==> src/design/modem_regs_pkg.sv <==
// Purpose: Shared constants for the modem status, special function
//          and divisor register slice of one UART channel.
// Assumes: Byte-wide register port, offsets as printed.
// Notes:   Field positions are bit indices inside an 8-bit register.

package modem_regs_pkg;

   // ==========================================================
   // Register offsets
   // ==========================================================
   localparam logic [7:0] OFS_DIV_LOW = 8'h00;
   localparam logic [7:0] OFS_DIV_HIGH = 8'h01;
   localparam logic [7:0] OFS_SAMPLE_ALT = 8'h02;
   localparam logic [7:0] OFS_MODEM_STATUS = 8'h06;
   localparam logic [7:0] OFS_SPECIAL_FUNC = 8'h07;
   localparam logic [7:0] OFS_RX_COUNT_VIEW = 8'h15;
   localparam logic [7:0] OFS_TX_COUNT_VIEW = 8'h16;

   // ==========================================================
   // Modem line order (change flags and levels share it)
   // ==========================================================
   localparam int LINE_CTS = 0;
   localparam int LINE_DSR = 1;
   localparam int LINE_RI = 2;
   localparam int LINE_DCD = 3;
   localparam int MODEM_LINES = 4;

   // ==========================================================
   // Special function fields
   // ==========================================================
   localparam int SF_FORCE_TX = 0;
   localparam int SF_AUTO_DSR_DTR = 1;
   localparam int SF_ENHANCED = 5;
   localparam int SF_RX_VIEW_SEL = 6;
   localparam int SF_TX_VIEW_SEL = 7;
   localparam logic [7:0] SF_WRITE_MASK = 8'hf3;

   // ==========================================================
   // Sample clock field
   // ==========================================================
   localparam int SAMPLE_BITS = 4;
   localparam logic [3:0] SAMPLE_CODE_SIXTEEN = 4'h0;
   localparam logic [4:0] SAMPLE_SIXTEEN = 5'h10;

   // ==========================================================
   // Reset values
   // ==========================================================
   localparam logic [7:0] RST_DIV_BYTE = 8'h00;
   localparam logic [7:0] RST_SPECIAL = 8'h00;
   localparam logic [3:0] RST_SAMPLE = 4'h0;
   localparam logic [3:0] RST_MODEM = 4'h0;
   localparam logic RST_TX_ALLOW = 1'b1;
   localparam logic RST_DTR = 1'b0;
   localparam logic [7:0] RST_RDATA = 8'h00;

endpackage : modem_regs_pkg

==> src/design/modem_line_if.sv <==
// Purpose: Carries modem line levels, change flags and the read-clear
//          strobe between the register slice and its change detector.
// Assumes: Single clock domain.
// Notes:   Bit order follows the modem status register.

`timescale 1ns/1ps

interface modem_line_if;
   logic [3:0] line_in;
   logic [3:0] level;
   logic [3:0] delta;
   logic read_clear;

   modport detect (
      input line_in,
      input read_clear,
      output level,
      output delta
   );

   modport regs (
      output line_in,
      output read_clear,
      input level,
      input delta
   );
endinterface : modem_line_if

==> src/design/uart_modem_sfr_regs.sv <==
// Purpose: Modem status, special function, sample clock and divisor
//          registers of one UART channel, on a byte register port.
// Assumes: Line control bit 7 arrives as line_control_dlab; FIFO
//          counters and the error counter come from elsewhere.
// Notes:   Read data is registered and valid one cycle after reg_rd.

`timescale 1ns/1ps

module uart_modem_status_and_divisor_regs
   import modem_regs_pkg::*;
(
   // Clock, reset and enable
   input wire logic core_clk,
   input wire logic rst,
   input wire logic ce,
   // Register port
   input wire logic [7:0] reg_addr,
   input wire logic reg_wr,
   input wire logic reg_rd,
   input wire logic [7:0] reg_wdata,
   output logic [7:0] reg_rdata,
   output logic reg_rvalid,
   // Line control bit 7
   input wire logic line_control_dlab,
   // Modem lines
   input wire logic cts,
   input wire logic dsr,
   input wire logic ri,
   input wire logic dcd,
   input wire logic dtr_manual,
   output logic dtr_out,
   // Counter sources
   input wire logic [7:0] rx_fifo_fill_count,
   input wire logic [7:0] tx_fifo_fill_count,
   input wire logic [7:0] lsr_error_count,
   input wire logic rx_near_full,
   // Baud and transmit controls
   output logic [15:0] baud_divisor,
   output logic [3:0] oversample_count,
   output logic [4:0] samples_per_bit,
   output logic force_tx,
   output logic auto_dsr_dtr_en,
   output logic enhanced_mode,
   output logic tx_allow
);

   import modem_regs_pkg::*;

   // ==========================================================
   // State
   // ==========================================================
   typedef struct packed {
      logic [7:0] div_low;
      logic [7:0] div_high;
      logic [7:0] special;
      logic [3:0] sample;
      logic [15:0] divisor;
      logic [4:0] samples;
      logic [7:0] rdata;
      logic rvalid;
   } regs_state_type;

   regs_state_type st_reg;
   regs_state_type st_next;

   localparam regs_state_type REGS_RESET = '{
      div_low: RST_DIV_BYTE,
      div_high: RST_DIV_BYTE,
      special: RST_SPECIAL,
      sample: RST_SAMPLE,
      divisor: {RST_DIV_BYTE, RST_DIV_BYTE},
      samples: SAMPLE_SIXTEEN,
      rdata: RST_RDATA,
      rvalid: 1'b0
   };

   modem_line_if mif ();

   logic [7:0] modem_status;
   logic hit_div_low;
   logic hit_div_high;
   logic hit_status;
   logic hit_special;
   logic hit_tx_view;
   logic hit_sample_alt;
   logic sample_writable;
   logic force_sel;
   logic auto_sel;
   logic rx_view_sel;
   logic tx_view_sel;
   logic wr_div_low;
   logic wr_div_high;
   logic wr_special;
   logic wr_sample;
   logic [7:0] sample_view;
   logic [7:0] rx_view;
   logic [7:0] tx_view;
   logic [7:0] read_value;
   logic [4:0] samples_value;

   // ==========================================================
   // Modem line change detection
   // ==========================================================
   assign mif.line_in[LINE_CTS] = cts;
   assign mif.line_in[LINE_DSR] = dsr;
   assign mif.line_in[LINE_RI] = ri;
   assign mif.line_in[LINE_DCD] = dcd;

   // Frozen cycles must not consume a read-clear
   assign mif.read_clear = ce && reg_rd && hit_status;

   modem_change_detect u_detect (
      .core_clk (core_clk),
      .rst (rst),
      .ce (ce),
      .mif (mif)
   );

   // ==========================================================
   // Modem status byte
   // ==========================================================
   // Upper nibble: registered levels; lower nibble: sticky flags
   assign modem_status = {mif.level, mif.delta};

   // ==========================================================
   // Special function fields
   // ==========================================================
   assign force_sel = st_reg.special[SF_FORCE_TX];
   assign auto_sel = st_reg.special[SF_AUTO_DSR_DTR];
   assign rx_view_sel = st_reg.special[SF_RX_VIEW_SEL];
   assign tx_view_sel = st_reg.special[SF_TX_VIEW_SEL];

   // ==========================================================
   // Flow control
   // ==========================================================
   dsr_dtr_flow u_flow (
      .core_clk (core_clk),
      .rst (rst),
      .ce (ce),
      .force_tx (force_sel),
      .auto_en (auto_sel),
      .dsr_level (mif.level[LINE_DSR]),
      .rx_near_full (rx_near_full),
      .dtr_manual (dtr_manual),
      .tx_allow (tx_allow),
      .dtr_out (dtr_out)
   );

   // ==========================================================
   // Address decode
   // ==========================================================
   // Divisor bytes overlay the data and enable registers only
   // while the latch access bit is set
   assign hit_div_low = line_control_dlab && (reg_addr == OFS_DIV_LOW);
   assign hit_div_high = line_control_dlab && (reg_addr == OFS_DIV_HIGH);
   assign hit_sample_alt = line_control_dlab && (reg_addr == OFS_SAMPLE_ALT);
   assign hit_status = (reg_addr == OFS_MODEM_STATUS);
   assign hit_special = (reg_addr == OFS_SPECIAL_FUNC);
   assign hit_tx_view = (reg_addr == OFS_TX_COUNT_VIEW);

   // Offset 16 is the sample clock only while the view select is clear
   assign sample_writable = hit_sample_alt
      || (hit_tx_view && !tx_view_sel);

   // ==========================================================
   // Write enables
   // ==========================================================
   // A frozen cycle drops the write at the register enable
   assign wr_div_low = reg_wr && hit_div_low;
   assign wr_div_high = reg_wr && hit_div_high;
   assign wr_special = reg_wr && hit_special;
   assign wr_sample = reg_wr && sample_writable;

   // ==========================================================
   // Counter views
   // ==========================================================
   assign sample_view = {4'h0, st_reg.sample};
   assign rx_view = rx_view_sel ? lsr_error_count : rx_fifo_fill_count;
   assign tx_view = tx_view_sel ? tx_fifo_fill_count : sample_view;

   // ==========================================================
   // Read multiplexer
   // ==========================================================
   // Divisor and alternate sample clock offsets answer only
   // while the latch access bit is set
   always_comb begin
      read_value = RST_RDATA;
      case (reg_addr)
         OFS_DIV_LOW: begin
            if (line_control_dlab) begin
               read_value = st_reg.div_low;
            end
         end
         OFS_DIV_HIGH: begin
            if (line_control_dlab) begin
               read_value = st_reg.div_high;
            end
         end
         OFS_SAMPLE_ALT: begin
            if (line_control_dlab) begin
               read_value = sample_view;
            end
         end
         OFS_MODEM_STATUS: begin
            read_value = modem_status;
         end
         OFS_SPECIAL_FUNC: begin
            read_value = st_reg.special;
         end
         OFS_RX_COUNT_VIEW: begin
            read_value = rx_view;
         end
         OFS_TX_COUNT_VIEW: begin
            read_value = tx_view;
         end
         default: begin
            // Unmapped offsets return zero
            read_value = RST_RDATA;
         end
      endcase
   end

   // ==========================================================
   // Baud generator inputs
   // ==========================================================
   // Code zero means sixteen, the one count that the four-bit
   // field cannot hold directly
   assign samples_value = (st_reg.sample == SAMPLE_CODE_SIXTEEN)
      ? SAMPLE_SIXTEEN : {1'b0, st_reg.sample};

   // ==========================================================
   // Next state
   // ==========================================================
   always_comb begin
      st_next = st_reg;
      st_next.rvalid = reg_rd;

      // Writes
      if (wr_div_low) begin
         st_next.div_low = reg_wdata;
      end
      if (wr_div_high) begin
         st_next.div_high = reg_wdata;
      end
      if (wr_special) begin
         // Bits 2 and 3 are read-only zeros
         st_next.special = reg_wdata & SF_WRITE_MASK;
      end
      if (wr_sample) begin
         st_next.sample = reg_wdata[SAMPLE_BITS-1:0];
      end

      // Reads
      if (reg_rd) begin
         st_next.rdata = read_value;
      end

      // Derived baud generator inputs, one cycle behind the bytes
      st_next.divisor = {st_reg.div_high, st_reg.div_low};
      st_next.samples = samples_value;
   end

   // ==========================================================
   // Registers
   // ==========================================================
   always_ff @(posedge core_clk) begin
      if (rst) begin
         st_reg <= REGS_RESET;
      end else if (ce) begin
         st_reg <= st_next;
      end
   end

   // ==========================================================
   // Outputs
   // ==========================================================
   assign reg_rdata = st_reg.rdata;
   assign reg_rvalid = st_reg.rvalid;
   assign baud_divisor = st_reg.divisor;
   assign oversample_count = st_reg.sample;
   assign samples_per_bit = st_reg.samples;
   assign force_tx = st_reg.special[SF_FORCE_TX];
   assign auto_dsr_dtr_en = st_reg.special[SF_AUTO_DSR_DTR];
   assign enhanced_mode = st_reg.special[SF_ENHANCED];

endmodule : uart_modem_status_and_divisor_regs

==> src/design/modem_change_detect.sv <==
// Purpose: Samples the four modem lines and keeps sticky change flags.
// Assumes: Lines are synchronous to core_clk.
// Notes:   A change seen while the flags are read-cleared survives.

`timescale 1ns/1ps

module modem_change_detect
   import modem_regs_pkg::*;
(
   // Clock and reset
   input wire logic core_clk,
   input wire logic rst,
   input wire logic ce,
   // Line group
   modem_line_if.detect mif
);

   typedef struct packed {
      logic primed;
      logic [3:0] level;
      logic [3:0] delta;
   } detect_state_type;

   detect_state_type st_reg;
   detect_state_type st_next;
   logic [3:0] hit;

   // ==========================================================
   // Per-line change detection
   // ==========================================================
   // No edge is reported on the first sample after reset
   genvar i;
   for (i = 0; i < MODEM_LINES; i++) begin : g_line
      if (i == LINE_RI) begin : g_rise
         assign hit[i] = st_reg.primed && !st_reg.level[i] && mif.line_in[i];
      end else begin : g_any
         assign hit[i] = st_reg.primed && (st_reg.level[i] != mif.line_in[i]);
      end
   end

   always_comb begin
      st_next = st_reg;
      st_next.primed = 1'b1;
      st_next.level = mif.line_in;
      // Set wins over the read-clear in the same cycle
      st_next.delta = (st_reg.delta & ~{4{mif.read_clear}}) | hit;
   end

   always_ff @(posedge core_clk) begin
      if (rst) begin
         st_reg <= '{primed: 1'b0, level: RST_MODEM, delta: RST_MODEM};
      end else if (ce) begin
         st_reg <= st_next;
      end
   end

   assign mif.level = st_reg.level;
   assign mif.delta = st_reg.delta;

endmodule : modem_change_detect

==> src/design/dsr_dtr_flow.sv <==
// Purpose: Transmit gate and DTR drive for DSR/DTR flow control.
// Assumes: dsr level is already sampled; rx_near_full from the FIFO.
// Notes:   Outputs are registered, so they lag their causes by one cycle.

`timescale 1ns/1ps

module dsr_dtr_flow
   import modem_regs_pkg::*;
(
   // Clock and reset
   input wire logic core_clk,
   input wire logic rst,
   input wire logic ce,
   // Controls
   input wire logic force_tx,
   input wire logic auto_en,
   input wire logic dsr_level,
   input wire logic rx_near_full,
   input wire logic dtr_manual,
   // Results
   output logic tx_allow,
   output logic dtr_out
);

   typedef struct packed {
      logic tx_allow;
      logic dtr;
   } flow_state_type;

   flow_state_type st_reg;
   flow_state_type st_next;

   always_comb begin
      st_next = st_reg;
      // Forced transmission overrides any hold
      st_next.tx_allow = force_tx || !auto_en || dsr_level;
      // Drop DTR to stop the far end while our receiver is nearly full
      st_next.dtr = auto_en ? !rx_near_full : dtr_manual;
   end

   always_ff @(posedge core_clk) begin
      if (rst) begin
         st_reg <= '{tx_allow: RST_TX_ALLOW, dtr: RST_DTR};
      end else if (ce) begin
         st_reg <= st_next;
      end
   end

   assign tx_allow = st_reg.tx_allow;
   assign dtr_out = st_reg.dtr;

endmodule : dsr_dtr_flow

==> config.mk <==
export PLATFORM = sky130hd
export DESIGN_NAME = uart_modem_status_and_divisor_regs
export DESIGN_NICKNAME = d
export VERILOG_FILES = /design/src/design/modem_regs_pkg.sv /design/src/design/modem_line_if.sv /design/src/design/uart_modem_sfr_regs.sv /design/src/design/modem_change_detect.sv /design/src/design/dsr_dtr_flow.sv
export SDC_FILE = /design/constraint.sdc
export NUM_CORES = 1
export LEC_CHECK = 0
export ABC_AREA = 1
export BUFFER_PORTS_ARGS = -buffer_cell sky130_fd_sc_hd__buf_2
export CAP_MARGIN = 15
export CORE_MARGIN = 3
export CORE_UTILIZATION = 48
export DETAILED_ROUTE_END_ITERATION = 8
export PLACE_DENSITY = 0.76
export SLEW_MARGIN = 10
export SYNTH_ARGS = -nofsm -noshare
export SYNTH_HDL_FRONTEND = slang
export SYNTH_SLANG_ARGS = --single-unit
==> constraint.sdc <==
create_clock -name core_clk -period 1.1 [get_ports core_clk]
set_input_delay 0.165 -clock core_clk [delete_from_list [all_inputs] [get_ports core_clk]]
set_output_delay 0.165 -clock core_clk [all_outputs]
set_load 0.02 [all_outputs]
# ---- Yosys cells after proc, flatten, opt, wreduce, memory -nomap -nowiden
# Index checks and enable logic that the tools add are counted.
dict set report word_totals {
  register_bits 67
  latch_bits 0
  ram_bits 0
  mem_bits_ro 0
  in_bits 52
  out_inout_bits 39
  memories 0
}
dict set report op_classes {
  n_addsub 0
  multipliers 0
  div 0
  magnitude_cmp 0
  n_eq_ne 9
  shifts 0
  muxes 8
  n_bitwise 3
  reduce_logical 29
}
# cell count
set op_table {}
lappend op_table {{8-bit one-hot mux with 7 select lines} 1}
lappend op_table {{8-bit two-way mux} 4}
lappend op_table {{8-bit by 3-bit == test with 1-bit output (second input constant)} 2}
lappend op_table {{8-bit by 5-bit == test with 1-bit output (second input constant)} 2}
lappend op_table {{1-bit logical AND} 15}
lappend op_table {{2-bit AND reduction} 5}
lappend op_table {{8-bit by 1-bit == test with 1-bit output (second input constant)} 1}
lappend op_table {{8-bit by 2-bit == test with 1-bit output (second input constant)} 1}
lappend op_table {{8-bit zero test} 1}
lappend op_table {{5-bit two-way mux} 1}
lappend op_table {{4-bit AND} 1}
lappend op_table {{1-bit zero test} 4}
lappend op_table {{4-bit zero test} 1}
lappend op_table {{4-bit two-way mux} 1}
lappend op_table {{4-bit NOT} 1}
lappend op_table {{4-bit OR} 1}
lappend op_table {{1-bit logical OR} 3}
lappend op_table {{1-bit inequality test} 3}
lappend op_table {{1-bit two-way mux} 1}

# ---- Longest topological paths before layout
dict set report logic_depth {
  depth_word 5
  depth_mapped 11
  depth_no_buf 9
}

# ---- By module
# A second synthesis with hierarchy kept.
dict set report hier_totals {
  cells_unflattened 531
  hier_area_um2 3753.6
}
# mod n_inst cells_each area_per_inst_um2 seq_area_each_um2
set modules_own_cells {}
lappend modules_own_cells {uart_modem_status_and_divisor_regs 1 454 3183.1 1121.1}
lappend modules_own_cells {modem_change_detect 1 58 462.9 180.2}
lappend modules_own_cells {dsr_dtr_flow 1 19 107.6 40.0}

# ---- Worst setup path after synthesis
# No wires, ideal clock.
dict set report synth_path {
  path_kind {input port to flip-flop}
  start {input reg_addr[5]}
  end {register st_reg, in the netlist st_next[27]}
  arrival_time_ns 1.010
  required_ns 0.981
  setup_slack_ns -0.029
  path_stages 8
  path_buffers 2
  path_cell_list {nor2_2 -> nand2_2 -> inv_2 -> buf_6 -> nand4_4 -> buf_2 -> o21ai_1 -> a21oi_1}
}
dict set report synth_between {
  elab_chain_cells 4
}
# element line
set synth_lines {}
lappend synth_lines {{start: declaration} uart_modem_sfr_regs.sv:17} ;# input wire logic [7:0] reg_addr,
lappend synth_lines {{8-bit by 1-bit == test with 1-bit output} uart_modem_sfr_regs.sv:155} ;# assign hit_div_high = line_control_dlab && (reg_addr == OFS_DIV_HIGH);
lappend synth_lines {{1-bit logical AND} uart_modem_sfr_regs.sv:155}
lappend synth_lines {{1-bit logical AND} uart_modem_sfr_regs.sv:170} ;# assign wr_div_high = reg_wr && hit_div_high;
lappend synth_lines {{2-bit AND reduction (no line)} n/a}
lappend synth_lines {{end signal: assignment} uart_modem_sfr_regs.sv:270} ;# st_reg <= st_next;
lappend synth_lines {{end: declaration} uart_modem_sfr_regs.sv:63} ;# regs_state_type st_reg;
# Every way passes these cells.
# A chain may end at the register's enable or synchronous reset.

# ---- Final worst setup path
dict set report layout_path {
  start {register st_reg, in the netlist rx_view_sel}
  end {register st_reg, in the netlist reg_rdata[5]}
}
dict set report layout_between {
  elab_chain_cells 2
}
# element line
set layout_lines {}
lappend layout_lines {{8-bit two-way mux} uart_modem_sfr_regs.sv:178} ;# assign rx_view = rx_view_sel ? lsr_error_count : rx_fifo_fill_count;
lappend layout_lines {{8-bit one-hot mux with 7 select lines} uart_modem_sfr_regs.sv:188} ;# case (reg_addr)
# Every way passes these cells.

==> reports/metrics.csv <==
metric;value;unit
root_buffer;clkbuf_8;
clk_pin_slew_worst_paths;0.08;ns
final-max-slew-violation-count;0;
crit_family;simple AND/OR/NAND/NOR gates;
finClkSkew;0.00656;ns
clockBufferDepth;2;
rows;30;
worstHoldPathType;input pin to register;
h-tree-depth;3;
maxSlewHeadroom;0.746;
grt_usage;0.234;
drtIter0Drc;227;
fin_crit_sh;1.08;
routed_wl;9.75;mm
reg2reg_depth;9;
grt_pass1_wl;15.8;mm
worst_skew_pair.late_latency;0.35;ns
syn_avg_cell_area;6.86;sq um
max-vdd-ir-drop;871;uV
critPathRequiredTime;1.38;ns
seq_area;0.00136;sq mm
max_stage_delay;0.40;ns
drc_errors;0;
ant_nets;0;
cpMaxStageDelayCell;dfxtp_4;
start_util;0.509;
syn_nets;570;
fin_crit;1.19;ns
synth-seq-cells;67;
maxCapViolations;0;
wl_per_cell;14.1;um
crit_buf_inv;1;
cp.arrival;1.47;ns
cts_tree;done;
hpwl;7.25;mm
drive_above_1_share;0.331;
hold_viol;0;
crit_chain;buf_6 > nand2_1 > nand2_1 > nand3_2 > nand2_2 > nor2_2 > nand2_1 > nand2_1 > a21oi_2;
antenna_found_initial;0;
layoutNonFillerInstCount;694;
placed_cells;678;
crit_top_cell;nand2_1;
multi_input_area;0.00171;sq mm
cp_max_fo;8;
violations;setup timing;
worst-slew-pin-transition;0.381;ns
insertedDiodeCount;0;
cts_buffers;9;
p_leak;2.04;nW
dieHeight;92.1;um
netlist_area;0.00356;sq mm
pwr_density_cell;1220;mW/mm^2
firstDrtPassIters;4;
yosys_warnings;0;
outcome;finished, violations left;
grt_max_degree;53;
grt_pass1_vias;3318;
core_area;0.00698;sq mm
overflow;0;
final_nets;645;
end_kind;register;
post-route-util;0.635;
setup_viol;8;
start_kind;register;
routed_via_density;5.07;
dieArea;0.00848;sq mm
vias;3518;
area_growth;24.8;%
ys_seq_area_frac;0.377;
cp.depth;9;
layout_setup_ws;-0.0912;ns
cts_sinks;67;
dieWidth;92.1;um
max_freq;0.839;GHz
grt_setup_unrepaired;true;
hold_buffers;0;
ioPinCount;91;
worstSetupPathType;register to register;
timing.hold.ws;0.0786;ns
io_buffers;90;
fillers;648;
gp_congestion;0.899;
synth_cells;518;
yosysUniqueCellTypes;27;
hold_depth;3;
metrics by stage:
| step | area [sq um] | setup slack (ns) | total power [W] | TNS (ns) |
|---|---|---|---|---|
| after floorplan | 3600 | 0.00228 | 0.00293 | 0 |
| after global placement | 4090 | -0.192 | 0.00314 | -5.17 |
| after detailed placement | 4090 | -0.209 | 0.00315 | -6.32 |
| after CTS | 4380 | -0.0353 | 0.00544 | -0.167 |
| after global routing | 4440 | -0.170 | 0.00564 | -1.06 |
| final | 4440 | -0.0912 | 0.00541 | -0.413 |
path summary, 6_finish.rpt:
check	from	to	slack, ns
worst max-delay path	rx_view_sel$_SDFFE_PP0P_	reg_rdata[5]$_SDFFE_PP0P_	-0.09
worst min-delay path	dcd	u_detect.mif.level[3]$_SDFFE_PP0P_	0.08
worst max register to register	rx_view_sel$_SDFFE_PP0P_	reg_rdata[5]$_SDFFE_PP0P_	-0.09
worst min register to register	st_reg[38]$_SDFFE_PP0P_	st_reg[38]$_SDFFE_PP0P_	0.46
worst register-to-register path, cell delays in order, from the launching register on:
cell and delay [ns]:
dfxtp_4 0.40, buf_6 0.14, nand2_1 0.05, nand2_1 0.07
nand3_2 0.09, nand2_2 0.12, nor2_2 0.04, nand2_1 0.05
nand2_1 0.06, a21oi_2 0.11
timing repair:
| item | CTS | global route |
|---|---|---|
| gates resized for setup | 28 | 20 |
| endpoints found under the setup margin | 17 | 15 |
| pin swaps | 21 | 11 |
| buffers inserted | 2 | 0 |
cell usage in the layout, fill, tap and decap left out, drive strengths merged:
| cell type | netlist | routed |
|---|---|---|
| nand2 | 123 | 123 |
| buf | 48 | 121 |
| dfxtp | 67 | 67 |
| a21oi | 62 | 62 |
| o21ai | 59 | 59 |
| inv | 55 | 57 |
| nand3 | 39 | 39 |
| nor2 | 34 | 34 |
| nand3b | 9 | 9 |
| clkbuf | 9 | 9 |
| clkinv | 4 | 6 |
| nor3 | 4 | 4 |
| o211ai | 2 | 2 |
| bufinv | 0 | 2 |
| nand4 | 2 | 2 |
| a21o | 1 | 1 |
| clkinvlp | 0 | 1 |
cell type report:
| type | count | share of cell area |
|---|---|---|
| Clock buffer | 9 | 0.0279 |
| Clock inverter | 7 | 0.0223 |
| Inverter | 59 | 0.0516 |
| Multi-Input combinational cell | 335 | 0.385 |
| Sequential cell | 67 | 0.306 |
| Tap cell | 96 | 0.0271 |
| Timing Repair Buffer | 121 | 0.180 |
synthesized netlist by cell type, drive strengths merged:
master / instances / area (sq um)
a21o: 1 / 7.51
nor3: 4 / 20.0
o211ai: 2 / 15.0
inv: 55 / 206
a21oi: 62 / 333
nand2: 123 / 472
nand3b: 9 / 67.6
nor2: 34 / 168
nand4: 2 / 27.5
clkbuf: 9 / 33.8
clkinv: 4 / 15.0
dfxtp: 67 / 1340
buf: 48 / 339
o21ai: 59 / 295
nand3: 39 / 215
report_power, final:
group | switching [W] | total [W] | internal [W]
registers | 0.0000355 | 0.00252 | 0.00248
logic | 0.000357 | 0.000584 | 0.000226
clock network | 0.00102 | 0.00231 | 0.00129
cell families (layout without fill, tap and decap cells):
group	count (synthesis)	after routing	share of synthesized area
AND/OR/NAND/NOR	211	211	0.273
AO/OA/AOI/OAI	124	124	0.183
buffers and inverters	116	196	0.167
flip-flops	67	67	0.377
per-layer routing:
| metal | share of wire | GRT usage |
|---|---|---|
| met1 | 0.47 | 0.310 |
| met4 | 0.017 | 0.0842 |
| met2 | 0.46 | 0.371 |
| met3 | 0.058 | 0.0574 |
| met5 | 0 | 0 |
Note: power is estimated with default switching activity, not from simulation.
